**src/rtl/host_port_defs.svh**
```systemverilog
// host_port_defs.svh - bit positions of the sampled pin vector
// assumes: included by the host port and its package users
`ifndef HOST_PORT_DEFS_SVH
`define HOST_PORT_DEFS_SVH
`define PIN_W 23
`define P_DATA 0
`define P_ADDR 8
`define P_RW 13
`define P_SIN 14
`define P_SCLK 15
`define P_CS 16
`define P_HW 17
`define P_SER 18
`define P_MUX 19
`define P_STYLE 20
`define P_OES 21
`define P_SPARE 22
`define ADDR_W 5
`define MEM_DEPTH 32
`define BITS_LAST_CMD 4'h7
`define BITS_LAST_DATA 4'hf
`define CNT_FIRST_DATA 4'h8
`endif

```
**src/rtl/host_port_pkg.sv**
```systemverilog
// host_port_pkg.sv - types shared by the host port files
// assumes: nothing beyond the defs header
package host_port_pkg;
   // transaction phase, one-hot
   typedef enum logic [3:0] {
      PH_IDLE = 4'b0001,
      PH_CMD = 4'b0010,
      PH_DATA = 4'b0100,
      PH_DRIVE = 4'b1000
   } phase_t;
   typedef logic [7:0] byte_t;
endpackage

```
**src/rtl/host_port.sv**
```systemverilog
// host_port.sv - serial and parallel host port pins of the device
// assumes: all pins but irqSrc and rst_n asynchronous to clk, shift clock well below clk/8
// How it works
// - serial input bit taken on each rising shift clock edge
// - strobe style: byte written at rising edge of write strobe
// - direction style write: byte taken at rising edge of data strobe
// - direction style read: bus driven from rising edge of data strobe
// - direction non-mux: address taken from address bus at data strobe fall
// - hardware control mode ignores serial input and all strobes
// - serial write keeps serial output released throughout
// - serial read releases output during command byte, drives after
// - output edge select high: shift on fall; low: shift on rise
// - ready high lets cycle finish, low asks for wait states
// - acknowledge low marks valid read data or accepted write
// - open-drain active-low interrupt when any of three sources active
// - style select low: direction style; high: split strobe style
// - mux mode: address from low five bus lines at strobe fall
`timescale 1ns/1ps
`include "host_port_defs.svh"
module host_port (
   input wire logic clk, // system clock, 40 MHz
   input wire logic rst_n, // synchronous reset, active low
   input wire logic hwMode, // hardware control mode strap
   input wire logic serialMode, // serial host mode when high
   input wire logic muxMode, // multiplexed bus when high
   input wire logic busStyleSelect, // 0 direction style, 1 split strobes
   input wire logic outputEdgeSelect, // serial output edge select
   input wire logic csN, // chip select, active low
   input wire logic sclkAleAsN, // shift clock / address latch / addr_strobe_n
   input wire logic serialIn, // serial_in / write strobe / data_strobe_n
   input wire logic rdNRw, // read strobe / read-write select
   input wire logic [4:0] addrIn, // separate address bus
   input wire logic [7:0] dataIn, // data bus, input side
   output host_port_pkg::byte_t dataOut, // data bus, output side
   output logic dataOe, // data bus drive enable
   output logic serialOut, // serial_out / ready / acknowledge
   output logic serialOutEn, // drive enable of that pin
   input wire logic [2:0] irqSrc, // interrupt sources, same clock
   output logic intOut, // interrupt pin level, always low
   output logic intOe // interrupt pin pull-down enable
);
   import host_port_pkg::*;
   typedef struct packed {
      logic [`PIN_W-1:0] s1;
      logic [`PIN_W-1:0] s2;
      logic [`PIN_W-1:0] s3;
      phase_t ph;
      logic [3:0] cnt;
      logic isRead;
      logic [4:0] addr;
      byte_t shIn;
      byte_t shOut;
      byte_t dOut;
      byte_t wData;
      logic dOe;
      logic ackN;
      logic rdy;
      logic soEn;
      logic so;
      logic we;
      logic re;
      logic load;
   } st_t;

   st_t stReg, stNext;
   byte_t rdData;
   logic [`PIN_W-1:0] pins;

   ////////////////////////////////////////////////////////////////
   // pin gathering
   assign pins = {1'b0, outputEdgeSelect, busStyleSelect, muxMode, serialMode, hwMode,
                  csN, sclkAleAsN, serialIn, rdNRw, addrIn, dataIn};

   // edge finders on the synchronised copies
   function automatic logic rose(input st_t s, input int i);
      rose = s.s2[i] & ~s.s3[i];
   endfunction
   function automatic logic fell(input st_t s, input int i);
      fell = ~s.s2[i] & s.s3[i];
   endfunction

   ////////////////////////////////////////////////////////////////
   // next state
   always_comb begin
      logic cs;
      logic hw;
      logic shEdge;
      byte_t newByte;
      cs = 1'b0;
      hw = 1'b0;
      shEdge = 1'b0;
      newByte = 8'h00;
      stNext = stReg;
      stNext.s1 = pins;
      stNext.s2 = stReg.s1;
      stNext.s3 = stReg.s2;
      stNext.we = 1'b0;
      stNext.re = 1'b0;
      stNext.load = stReg.re;
      cs = ~stReg.s2[`P_CS];
      hw = stReg.s2[`P_HW];
      newByte = {stReg.shIn[6:0], stReg.s2[`P_SIN]};
      if (hw || !cs) begin
         stNext.ph = PH_IDLE;
         stNext.cnt = 4'h0;
         stNext.dOe = 1'b0;
         stNext.soEn = 1'b0;
         stNext.ackN = 1'b1;
         stNext.rdy = 1'b1;
         stNext.isRead = 1'b0;
      end else if (stReg.s2[`P_SER]) begin
         // serial: command byte then data byte, msb first
         if (stReg.ph == PH_IDLE) begin
            stNext.ph = PH_CMD;
            stNext.cnt = 4'h0;
         end
         if (rose(stReg, `P_SCLK)) begin
            stNext.shIn = newByte;
            stNext.cnt = stReg.cnt + 4'h1;
            if (stReg.ph == PH_CMD && stReg.cnt == `BITS_LAST_CMD) begin
               stNext.isRead = stReg.shIn[6];
               stNext.addr = newByte[4:0];
               stNext.ph = PH_DATA;
               stNext.re = stReg.shIn[6];
            end
            if (stReg.ph == PH_DATA && stReg.cnt == `BITS_LAST_DATA && !stReg.isRead) begin
               stNext.we = 1'b1;
               stNext.wData = newByte;
            end
         end
         // output edge select picks the shifting edge
         shEdge = stReg.s2[`P_OES] ? (fell(stReg, `P_SCLK) && stReg.cnt != `CNT_FIRST_DATA)
                                   : rose(stReg, `P_SCLK);
         if (stReg.load) begin
            stNext.shOut = rdData;
         end else if (shEdge && stReg.ph == PH_DATA && stReg.isRead) begin
            stNext.shOut = {stReg.shOut[6:0], 1'b0};
         end
         stNext.soEn = (stNext.ph == PH_DATA) && stNext.isRead;
         stNext.so = stNext.shOut[7];
      end else if (!stReg.s2[`P_STYLE]) begin
         // direction style: serialIn is data strobe, rdNRw is read/write
         if (stReg.s2[`P_MUX] && fell(stReg, `P_SCLK)) begin
            stNext.addr = stReg.s2[`P_DATA +: 5];
         end
         if (!stReg.s2[`P_MUX] && fell(stReg, `P_SIN)) begin
            stNext.addr = stReg.s2[`P_ADDR +: 5];
         end
         if (fell(stReg, `P_SIN) && stReg.s2[`P_RW]) begin
            stNext.re = 1'b1;
         end
         if (stReg.load) begin
            stNext.dOut = rdData;
         end
         if (rose(stReg, `P_SIN)) begin
            if (stReg.s2[`P_RW]) begin
               stNext.dOe = 1'b1;
               stNext.ph = PH_DRIVE;
            end else begin
               stNext.we = 1'b1;
               stNext.wData = stReg.s2[`P_DATA +: 8];
            end
            stNext.ackN = 1'b0;
         end
         stNext.soEn = 1'b1;
         stNext.so = stNext.ackN;
      end else begin
         // split strobes: serialIn is write strobe, rdNRw is read strobe
         if (stReg.s2[`P_MUX] && fell(stReg, `P_SCLK)) begin
            stNext.addr = stReg.s2[`P_DATA +: 5];
         end
         if (!stReg.s2[`P_MUX] && (fell(stReg, `P_SIN) || fell(stReg, `P_RW))) begin
            stNext.addr = stReg.s2[`P_ADDR +: 5];
         end
         if (fell(stReg, `P_RW)) begin
            stNext.re = 1'b1;
            stNext.rdy = 1'b0;
         end
         if (stReg.load && !stReg.s2[`P_RW]) begin
            stNext.dOut = rdData;
            stNext.dOe = 1'b1;
            stNext.rdy = 1'b1;
            stNext.ph = PH_DRIVE;
         end
         if (rose(stReg, `P_RW)) begin
            stNext.dOe = 1'b0;
            stNext.ph = PH_IDLE;
         end
         if (rose(stReg, `P_SIN)) begin
            stNext.we = 1'b1;
            stNext.wData = stReg.s2[`P_DATA +: 8];
         end
         stNext.soEn = 1'b1;
         stNext.so = stNext.rdy;
      end
   end

   ////////////////////////////////////////////////////////////////
   // state register
   always_ff @(posedge clk) begin
      if (!rst_n) begin
         stReg <= '0;
         stReg.s1 <= '1;
         stReg.s2 <= '1;
         stReg.s3 <= '1;
         stReg.ph <= PH_IDLE;
         stReg.ackN <= 1'b1;
         stReg.rdy <= 1'b1;
      end else begin
         stReg <= stNext;
      end
   end

   // register store
   reg_store uStore (
      .clk(clk),
      .we(stReg.we),
      .rdEn(stReg.re),
      .addr(stReg.addr),
      .wData(stReg.wData),
      .rData(rdData)
   );

   ////////////////////////////////////////////////////////////////
   // pin outputs
   assign dataOut = stReg.dOut;
   assign dataOe = stReg.dOe;
   assign serialOut = stReg.so;
   assign serialOutEn = stReg.soEn;
   assign intOut = 1'b0; // open drain: only ever pulls low
   assign intOe = |irqSrc;
endmodule

```
**src/rtl/reg_store.sv**
```systemverilog
// reg_store.sv - 32 x 8 store behind the host port
// assumes: single clock, read data registered one cycle after rdEn
`timescale 1ns/1ps
`include "host_port_defs.svh"
module reg_store (
   input wire logic clk, // system clock
   input wire logic we, // write enable
   input wire logic rdEn, // read enable
   input wire logic [4:0] addr, // word address
   input wire host_port_pkg::byte_t wData, // write data
   output host_port_pkg::byte_t rData // registered read data
);
   import host_port_pkg::*;
   byte_t mem [`MEM_DEPTH];
   // one port, a write and a read can both happen in one cycle
   always_ff @(posedge clk) begin
      if (we) begin
         mem[addr] <= wData;
      end
      if (rdEn) begin
         rData <= mem[addr];
      end
   end
endmodule

```
**config.mk**
```make
export PLATFORM = sky130hd
export DESIGN_NAME = host_port
export DESIGN_NICKNAME = d
export VERILOG_FILES = /design/src/rtl/host_port_pkg.sv /design/src/rtl/host_port.sv /design/src/rtl/reg_store.sv
export VERILOG_INCLUDE_DIRS = /design/src /design/src/rtl
export SDC_FILE = /design/constraint.sdc
export NUM_CORES = 1
export LEC_CHECK = 0
export BUFFER_PORTS_ARGS = -buffer_cell sky130_fd_sc_hd__buf_2
export CAP_MARGIN = 10
export CORE_MARGIN = 5
export CORE_UTILIZATION = 61
export DETAILED_ROUTE_END_ITERATION = 16
export GPL_ROUTABILITY_DRIVEN = 0
export PLACE_DENSITY = 0.77
export SLEW_MARGIN = 25
export SYNTH_ARGS = -nofsm -noshare
export SYNTH_HDL_FRONTEND = slang
export SYNTH_SLANG_ARGS = --single-unit
```
**constraint.sdc**
```tcl
create_clock -name clk -period 2.6 [get_ports clk]
set_input_delay 0.26 -clock clk [delete_from_list [all_inputs] [get_ports clk]]
set_output_delay 0.26 -clock clk [all_outputs]
set_load 0.005 [all_outputs]
```
======== Word level (Yosys, flattened, before mapping) ========
Memories as Yosys holds them, arrays and structs flattened. A register that Yosys moved wholly into a read port is not among the register bits.
Cells that the tools add are included.
word-level totals
  bits of input ports ..................... 27
  output and inout bits ................... 13
  bits in writable memories ............... 256
  flip-flop bits (word level) ............. 116
  memories kept ........................... 1
  logic and storage cells ................. 149
cells by class
  add/subtract/negate cells ............... 1
  bitwise operators ....................... 16
  equal/unequal tests ..................... 16
  reduce and logical (&&, ||, !) cells .... 37
  multiplexer cells ....................... 57
memories
  name        words  bits a word  read ports  clocked after memory_dff  write ports  RTL line         text
  uStore.mem  32     8            1           1                         1            reg_store.sv:14  byte_t mem [`MEM_DEPTH];
operators by type and width
  kind                  count
  $mux W123             1
  $mux W8               11
  $mux W22              3
  $mux W37              1
  $mux W4               9
  $mux W5               6
  $mux W1               17
  $mux W17              1
  $mux W16              1
  $eq A4 B3 Y1 const B  3
  $logic_and A1 B1 Y1   12
  $ne A3 B1 Y1 const B  4
  $reduce_and A3 Y1     4
  $mux W10              1
  $not A1 Y1            10
  $reduce_bool A2 Y1    5
  $mux W3               3
  $mux W9               1
  $reduce_and A2 Y1     4
  $reduce_and A4 Y1     2
  $and A1 B1 Y1         6
  $mux W6               1
  $ne A2 B1 Y1 const B  3
  $reduce_bool A3 Y1    2
  13 further kinds      16

======== Logic depth before layout (Yosys ltp) ========
Gate-level depths: netlist (run 1).
  word-level depth ........................ 11
  mapped depth ............................ 8
  gate-level depth less buffers ........... 7

======== Modules after synthesis ========
From an unflattened synthesis (run 1), not the netlist that was laid out.
second synthesis, totals
  cell total of the unflattened synthesis .. 973
  area, all modules ....................... 14104.8 µm²
by module, submodules not included
  module     times used  area each (µm²)  seq. area each (µm²)  cells each
  reg_store  1           10281.1          7927.6                576
  host_port  1           3823.7           2001.9                397

======== Worst setup path after synthesis (run 1) ========
OpenSTA, ideal clock, no wires.
  path type ............................... register -> register
  start point ............................. register stReg[40] in the netlist's numbering
  end point ............................... memory uStore.mem[0][0] in the netlist's numbering (enable)
  setup time .............................. 0.370 ns
  buffers on the path ..................... 3
  data required time ...................... 2.230 ns
  clock period less this slack ............ 2.014 ns
  stages on the path, launching flop included .. 6
  setup slack ............................. 0.586 ns
  data arrival time ....................... 1.644 ns
  cells stage by stage .................... dfxtp_1 > buf_2 > buf_2 > or3b_2 > clkbuf_1 > nor2_1
RTL lines
  what                      RTL line          text
  start: declaration        host_port.sv:65   st_t stReg, stNext;
  start signal: assignment  host_port.sv:210  stReg <= stNext;
  end: declaration          reg_store.sv:14
Straight into the memory's write port.

==> results_dict.tcl, run 1 <==
set metrics [dict create \
    outcome "complete, no violations" \
    synth_warnings 0 \
    synth-edff-count 264 \
    slew_violations 0 \
    drt_iter0_drc 1108 \
    drive_gt1_share_pct 24.4 \
    syn_inst 836 \
    start_util_pct 61.7 \
    wirelength_mm 30.3 \
    clkSinkCount 364 \
    worstMarginPinSlew_ns 0.789 \
    worstSetupEndpointType "flop" \
    syn_area_sq_mm 0.0139 \
    syn-num-nets 865 \
    p_per_area_mw_per_mm2 717 \
    port_buffers 38 \
    avgSynthCellArea_sq_um 16.6 \
    power_leakage_nw 5.46 \
    root_buffer "clkbuf_16" \
    grt_pass1_wl_mm 47.4 \
    avgViaCountPerCell 6.32 \
    fmax_mhz 438 \
    holdCritPathClass "input pin to flop" \
    critPathMaxFanout 32 \
    finalSetupViolCount 0 \
    drc 0 \
    dp_cells 1163 \
    synth_cell_types 63 \
    ir_worst_vdd_uv 765 \
    fin_crit_sh_pct 87.8 \
    hold_viol_final 0 \
    synth_ff_type "edfxtp_1" \
    clock_path_buffers 3 \
    cap_violations 0 \
    htreeDepth 2 \
    crit_type "flop to flop" \
    final_cells 1251 \
    final.min_clock_period_ns 2.28 \
    post-dp-hpwl_mm 18.7 \
    io-pin-count 40 \
    core_area_sq_mm 0.0226 \
    die_y_microns 161 \
    slew_headroom_pct 47.2 \
    fillers 1327 \
    required_ns 2.84 \
    vias 7909 \
    start_kind "flop" \
    ys_seq_area_share_pct 71.4 \
    area_growth_pct 15.5 \
    grt_pass1_vias 8232 \
    antenna_found_initial 0 \
    rows 55 \
    cts_setup_buffers 0 \
    ys_seq_elements 364 \
    grt_overflow_total 0 \
    n_antenna_cell 0 \
    fin_tns_setup_ns 0 \
    clk_pin_slew_ns 0.06 \
    clk_latency_ns 0.53 \
    cts_tree "done" \
    async_flop_share_pct 0 \
    firstDrtPassIters 6 \
    fp.dieArea_sq_mm 0.0259 \
    grt_max_degree 52 \
    detail_route.wl_per_cell_microns 24.2 \
    grt.total_usage_pct 24.1 \
    cts_buffers 37 \
    nNetsFinal 968 \
    rsz0062_at_grt "no" \
    arrival_ns 2.52 \
    die_width_microns 161 \
    fin_skew_ns 0.0256 \
    antenna_left 0 \
]
## per-stage QoR
stage	hold slack (ns)	area (sq um)	total power, mW	utilization [%]	worst slack [ns]
2_1_floorplan	0.361	13900	6.39	-	0.586
5_1_grt	0.00500	16100	11.9	71.2	0.157
3_3_place_gp	0.391	14600	6.42	64.9	0.365
3_5_place_dp	0.392	14600	6.42	64.9	0.332
4_1_cts	0.000975	16100	11.6	71.2	0.280
6_report	0.0136	16100	11.5	71.2	0.317
## final timing paths
path                    from         endpoint  slack [ns]  cells past startpoint
hold / removal         rst_n        stReg[67]        0.01                      2
setup / recovery   stReg[40]  uStore.rData[0]        0.32                      4
hold reg to reg   stNext[78]       stNext[55]        0.38                      1
setup reg to reg   stReg[40]  uStore.rData[0]        0.32                      4
## cell families after synthesis
logic type | after synthesis | synth area share [%]
other | 1 | 0.0269
AOI/OAI and AO/OA | 109 | 6.01
buffers and inverters | 61 | 2.27
DFF | 364 | 71.4
and+or+nand+nor | 216 | 8.42
muxes | 83 | 11.7
adders and majority gates | 2 | 0.180
## area by class of cell
type	count	area [sq um]	area share, %
Sequential cell	364	9930	61.8
Clock buffer	50	1100	6.85
Tap cell	285	357	2.22
Timing Repair Buffer	115	861	5.36
Clock inverter	16	110	0.685
Inverter	10	37.5	0.234
Multi-Input combinational cell	411	3670	22.8
## layout by cell type (no fill, tap or decap), types with 2 or more instances in the layout
master         count
buf_2             38
buf_4             52
nand2b_1          52
a22oi_1           47
buf_12             3
o22ai_1            3
nor2_1            88
and2_1             3
nand3_1            8
mux4_2            64
a211oi_1           8
clkinvlp_4         3
mux2i_1           17
ha_1               2
or3_1              5
a221oi_1           2
nand2_1           11
mux2_2             2
and3_1             2
clkbuf_8           2
or2_2              3
dfxtp_1           98
edfxtp_1         264
inv_1             10
nand3b_1           9
nor3_1             5
dlygate4sd3_1     22
o21ai_0           10
nand4_1           10
nor2b_1            2
clkinv_2           6
a21oi_1           12
clkbuf_16         42
nor3b_2            2
o21a_1             3
clkinv_1           5
clkbuf_1           6
a31oi_1            2
o221a_1           11
## state kept, by name (all words and copies together), names as in the netlist
name / flops
dataOe: 1
dataOut: 8
serialOut: 1
serialOutEn: 1
stNext: 45
stReg: 44
uStore.mem: 256
uStore.rData: 8
## critical path, stage by stage, from the launching register on
cell	delay, ns
dfxtp_4	0.65
buf_12	0.32
mux4_2	0.54
a22oi_1	0.32
nand4_1	0.17
## metal layers
metal  global-route usage [%]  wire length [microns]  up-vias  share of wire, %
met3                     6.69                   2680       86               8.8
met5                        0                     23        -             0.076
met1                     32.1                  11700     3977                39
met4                     7.83                    896        2               3.0
met2                     39.2                  15000      394                49
li1                         -                      -     3450                 -
## cells in the mapped netlist (5+ instances only)
cell type,number,share of area (%)
buf_2,14,0.50
mux4_2,64,10
nand2_1,11,0.30
o221a_1,11,0.89
nor3_1,5,0.18
a22oi_1,47,2.5
or3_1,5,0.22
buf_4,9,0.49
mux2i_1,17,1.2
a211oi_1,8,0.43
nor2_1,88,2.4
nand3b_1,9,0.49
nand2b_1,52,2.3
a21oi_1,12,0.43
o21ai_0,10,0.36
dfxtp_1,100,14
clkbuf_1,20,0.54
nand4_1,10,0.45
inv_1,10,0.27
nand3_1,8,0.29
edfxtp_1,264,57
## power breakdown
| part | internal, mW | leakage, nW | total, mW | switching, mW |
|---|---|---|---|---|
| logic | 0.0730 | 1.61 | 0.137 | 0.0642 |
| registers | 6.17 | 3.26 | 6.19 | 0.0177 |
| clock network | 3.08 | 0.589 | 5.19 | 2.12 |
| total | 9.32 | 5.46 | 11.5 | 2.20 |
## repair_timing
| item | 4_1_cts | 5_1_grt |
|---|---|---|
| gates resized for setup | 0 | 0 |
| hold endpoints to repair | 22 | 0 |
| hold buffers | 22 | 0 |
(Power assumes the default switching activity.)
==> run 2, diff against run 1 <==
- PLACE_DENSITY: 0.77 -> 0.74
- clock period: 2.6 -> 2.5 ns (I/O delays scaled with it)
==> run 2 against run 1 <==
Sequential power grew 4.0%. Largest power group unchanged. Critical endpoint unchanged. Critical path type unchanged. Global-route usage shrank 0.47 points. Register-to-register slack lost 0.099 ns.
==> results_dict.tcl, run 2 (synthesized netlist as in run 1, its figures left out) <==
set metrics [dict create \
    finalSetupViolCount 0 \
    power_frac_comb_pct 1.2 \
    port_buffers 38 \
    worstMarginPinSlew_ns 0.830 \
    drt_iter0_drc 715 \
    cp_slowest_cell "dfxtp_4" \
    seqPwrFrac_pct 54.0 \
    switching_share_pct 18.8 \
    critPathMaxFanout 23 \
    n_antenna_cell 0 \
    cpMostUsedCell "buf_12" \
    fp.dieArea_sq_mm 0.0259 \
    final.min_clock_period_ns 2.28 \
    io-pin-count 40 \
    post-dp-hpwl_mm 19.6 \
    htreeDepth 2 \
    rows 55 \
    outcome "complete, no violations" \
    wirelength_mm 30.1 \
    worstSetupEndpointType "flop" \
    crit_type "flop to flop" \
    die_width_microns 161 \
    largest_reg_flops 256 \
    power_switching_mw 2.24 \
    grt_max_degree 54 \
    clk_latency_ns 0.52 \
    fin_tns_setup_ns 0 \
    cp_top_family "flip-flops" \
    start_util_pct 61.7 \
    cp_slowest_stage_delay_ns 0.57 \
    slew_headroom_pct 44.5 \
    firstDrtPassIters 5 \
    rsz0062_at_grt "no" \
    drive_gt1_share_pct 23.9 \
    clk_pin_slew_ns 0.06 \
    core_area_sq_mm 0.0226 \
    post-route-util_pct 71.0 \
    path_cells "buf_12 > buf_12 > mux4_2 > a22oi_1 > nand4_1" \
    avgViaCountPerCell 6.24 \
    vias 7794 \
    final_cell_mix "edfxtp_1, dfxtp_1, nor2_1" \
    top_register "uStore.mem" \
    fin_crit_sh_pct 91.3 \
    cts_setup_buffers 0 \
    root_buffer "clkbuf_16" \
    start_kind "flop" \
    power_leakage_nw 5.44 \
    die_y_microns 161 \
    drc 0 \
    grt_pass1_wl_mm 46.5 \
    nNetsFinal 965 \
    grt_overflow_total 0 \
    antenna_found_initial 0 \
    slew_violations 0 \
    required_ns 2.75 \
    fin_skew_ns 0.0127 \
    detail_route.wl_per_cell_microns 24.1 \
    crit_buf_inv 2 \
    holdCritPathClass "input pin to flop" \
    grt_pass1_vias 7793 \
    final_common_cell "edfxtp_1" \
    postLayoutCellArea_sq_mm 0.0160 \
    p_int_mw 9.68 \
    place_area_sq_mm 0.0146 \
    grt.total_usage_pct 23.6 \
    ir_worst_vdd_uv 446 \
    hold_viol_final 0 \
    cap_violations 0 \
    area_growth_pct 15.2 \
    clock_path_buffers 3 \
    clock_power_share_pct 44.8 \
    cts_buffers 38 \
    antenna_left 0 \
    p_per_area_mw_per_mm2 744 \
    fmax_mhz 438 \
    clkSinkCount 364 \
    arrival_ns 2.53 \
    cts_tree "done" \
]
run 2: cell count changes in the layout (fill, tap and decap cells not counted):
cell / before / now
clkinv_1: 5 / 4
inv_6: 1 / 0
clkbuf_8: 2 / 3
buf_4: 52 / 48
clkbuf_16: 42 / 41
clkbuf_2: 0 / 1
clkinvlp_4: 3 / 1
clkbuf_1: 6 / 11
run 2: what timing repair did:
action                                  4_1_cts  5_1_grt
hold buffers                                 22        0
endpoints found under the setup margin        0        0
hold endpoints to repair                     22        0
resized for setup                             0        0
run 2: path summary, 6_finish.rpt:
check	from	endpoint	slack, ns	cells after the start
max	stReg[40]	uStore.rData[0]	0.22	5
min	rst_n	stReg[24]	0.08	3
max reg2reg	stReg[40]	uStore.rData[0]	0.22	5
min reg2reg	stNext[83]	stNext[60]	0.41	1
run 2: power groups by stage:
stage | Sequential, mW | Clock (mW) | Combinational (mW)
final | 6.44 | 5.34 | 0.141
after global routing | 6.44 | 5.71 | 0.158
after CTS | 6.44 | 5.42 | 0.140
after detailed placement | 6.57 | 0 | 0.113
after global placement | 6.57 | 0 | 0.110
after floorplan | 6.56 | 0 | 0.0823
run 2: area by class of cell:
class | count | area, sq um
inverter | 10 | 37.5
multi-input combinational | 411 | 3670
clock buffer | 56 | 1110
clock inverter | 12 | 82.6
timing repair buffer | 111 | 831
fill | 1398 | 6550
sequential | 364 | 9930
tap | 285 | 357
run 2: worst reg2reg max path, cell delays in order (launching register included):
cell and delay (ns):
dfxtp_4 0.57, buf_12 0.28, buf_12 0.19, mux4_2 0.52
a22oi_1 0.32, nand4_1 0.14
run 2: per-stage QoR:
| step | worst slack, ns | instances | power, mW | hold WS (ns) |
|---|---|---|---|---|
| after global routing | 0.0622 | 1249 | 12.3 | 0.0808 |
| after CTS | 0.185 | 1249 | 12.0 | 0.0573 |
| after detailed placement | 0.236 | 1159 | 6.68 | 0.392 |
| after floorplan | 0.486 | 836 | 6.64 | 0.351 |
| final | 0.218 | 1249 | 11.9 | 0.0799 |
| after global placement | 0.302 | 1159 | 6.68 | 0.393 |
run 2: per-layer routing:
metal | global-route usage, % | wire length [microns]
met5 | 0 | 0
met4 | 8.53 | 956
met3 | 5.97 | 2580
met2 | 36.0 | 14100
met1 | 33.7 | 12400
==> run 3, diff against run 2 <==
- MAX_ROUTING_LAYER: not set -> met4
- REMOVE_ABC_BUFFERS: not set -> 1
- SKIP_CTS_REPAIR_TIMING: not set -> 1
==> run 3 against run 2 <==
Sequential share of layout area is 0.27 points lower. Clock power increased by 2%. Sequential power about the same. Power up 1.0%. Register-to-register slack about the same. Hold slack lost 0.057 ns. Via count is 2.7% higher. Final area is 0.44% higher. Core utilization is 0.32 points higher. Routed wire length increased by 5.7%. Die area is the same. Non-clock buffer count up 2. Largest power group unchanged. Highest routed layer unchanged.
==> results_dict.tcl, run 3 (synthesized netlist as in run 1, its figures left out) <==
set metrics [dict create \
    core_area_sq_mm 0.0226 \
    critPathMaxFanout 19 \
    start_util_pct 61.7 \
    worstMarginPinSlew_ns 0.967 \
    nNetsFinal 966 \
    final_cell_mix "edfxtp_1, dfxtp_1, nor2_1" \
    fillers 1388 \
    root_buffer "clkbuf_16" \
    multi_input_area_sq_mm 0.00367 \
    hold_viol_final 0 \
    antenna_found_initial 0 \
    place_area_sq_mm 0.0146 \
    worstSetupEndpointType "flop" \
    post-route-util_pct 71.3 \
    p_per_area_mw_per_mm2 748 \
    n_antenna_cell 0 \
    holdCritPathClass "input pin to flop" \
    clk_latency_ns 0.53 \
    avgViaCountPerCell 6.42 \
    fin_skew_ns 0.0153 \
    vias 8008 \
    fmax_mhz 440 \
    final.min_clock_period_ns 2.27 \
    grt_max_degree 34 \
    fp.dieArea_sq_mm 0.0259 \
    htreeDepth 2 \
    detail_route.wl_per_cell_microns 25.5 \
    clock_path_buffers 3 \
    largest_reg_flops 256 \
    power_leakage_nw 5.48 \
    clkSinkCount 364 \
    fin_crit_sh_pct 90.9 \
    rsz0062_at_grt "no" \
    finalSetupViolCount 0 \
    clk_pin_slew_ns 0.06 \
    fin_tns_setup_ns 0 \
    post-dp-hpwl_mm 20.2 \
    die_y_microns 161 \
    arrival_ns 2.51 \
    required_ns 2.74 \
    slew_headroom_pct 35.5 \
    crit_type "flop to flop" \
    wirelength_mm 31.8 \
    cts_tree "done" \
    outcome "complete, no violations" \
    antenna_left 0 \
    drc 0 \
    die_width_microns 161 \
    cap_violations 0 \
    drt_iter0_drc 1016 \
    io-pin-count 40 \
    top_register "uStore.mem" \
    grt_pass1_wl_mm 47.9 \
    start_kind "flop" \
    slew_violations 0 \
    grt_overflow_total 0 \
    cts_buffers 37 \
    final_common_cell "edfxtp_1" \
    area_growth_pct 15.7 \
    port_buffers 38 \
    drive_gt1_share_pct 24.4 \
    firstDrtPassIters 7 \
    postLayoutCellArea_sq_mm 0.0161 \
    ir_worst_vdd_uv 573 \
    rows 55 \
    grt.total_usage_pct 25.2 \
    regArea_sq_mm 0.00993 \
    grt_pass1_vias 8055 \
]
-- run 3: cell count changes in the layout (fill, tap and decap cells not counted), moves of 2 or more --
cell,previous run,this run
clkbuf_1,11,5
clkbuf_8,3,7
clkinv_2,6,3
buf_12,3,5
clkbuf_16,41,39
clkinv_1,4,2
inv_4,0,2
-- run 3: final cells by class --
cell class                 instances  area share, %
clock buffer                      52           6.81
clock inverter                    12          0.769
inverter                          10          0.233
multi-input combinational        411           22.8
sequential                       364           61.7
tap                              285           2.22
timing repair buffer             113           5.46
-- run 3: per-stage QoR --
stage | power (mW) | hold WS [ns] | cells | setup WS (ns)
after CTS | 12.1 | -0.112 | 1224 | 0.0698
after floorplan | 6.63 | 0.322 | 785 | -1.96
after detailed placement | 6.68 | 0.401 | 1160 | 0.109
final | 12.0 | 0.0229 | 1247 | 0.227
after global routing | 12.4 | 0.0297 | 1247 | 0.128
after global placement | 6.68 | 0.391 | 1160 | 0.117
-- run 3: path summary, 6_finish.rpt --
check                    endpoint  depth (start not counted)       start  slack, ns
hold / removal         stNext[86]                          2       rst_n       0.02
setup reg to reg  uStore.rData[5]                          4   stReg[40]       0.23
setup / recovery  uStore.rData[5]                          4   stReg[40]       0.23
hold reg to reg        stNext[56]                          1  stNext[79]       0.41
-- run 3: routing by layer --
metal  part of all wire (%)  track usage, %  vias up
met5                      0               -        -
met3                    9.6            5.26       71
met2                     49            40.3      436
met1                     39            33.5     4058
li1                       -               -     3443
met4                    2.5            7.21        0
-- run 3: power breakdown --
group	total (mW)	internal (mW)	switching, mW
combinational	0.144	0.0752	0.0686
sequential	6.44	6.42	0.0191
clock	5.46	3.27	2.19
total	12.0	9.76	2.28
-- run 3: critical path: stages, from the launching register on --
cell	delay, ns
dfxtp_4	0.55
buf_12	0.24
mux4_2	0.53
a22oi_1	0.52
nand4_1	0.14
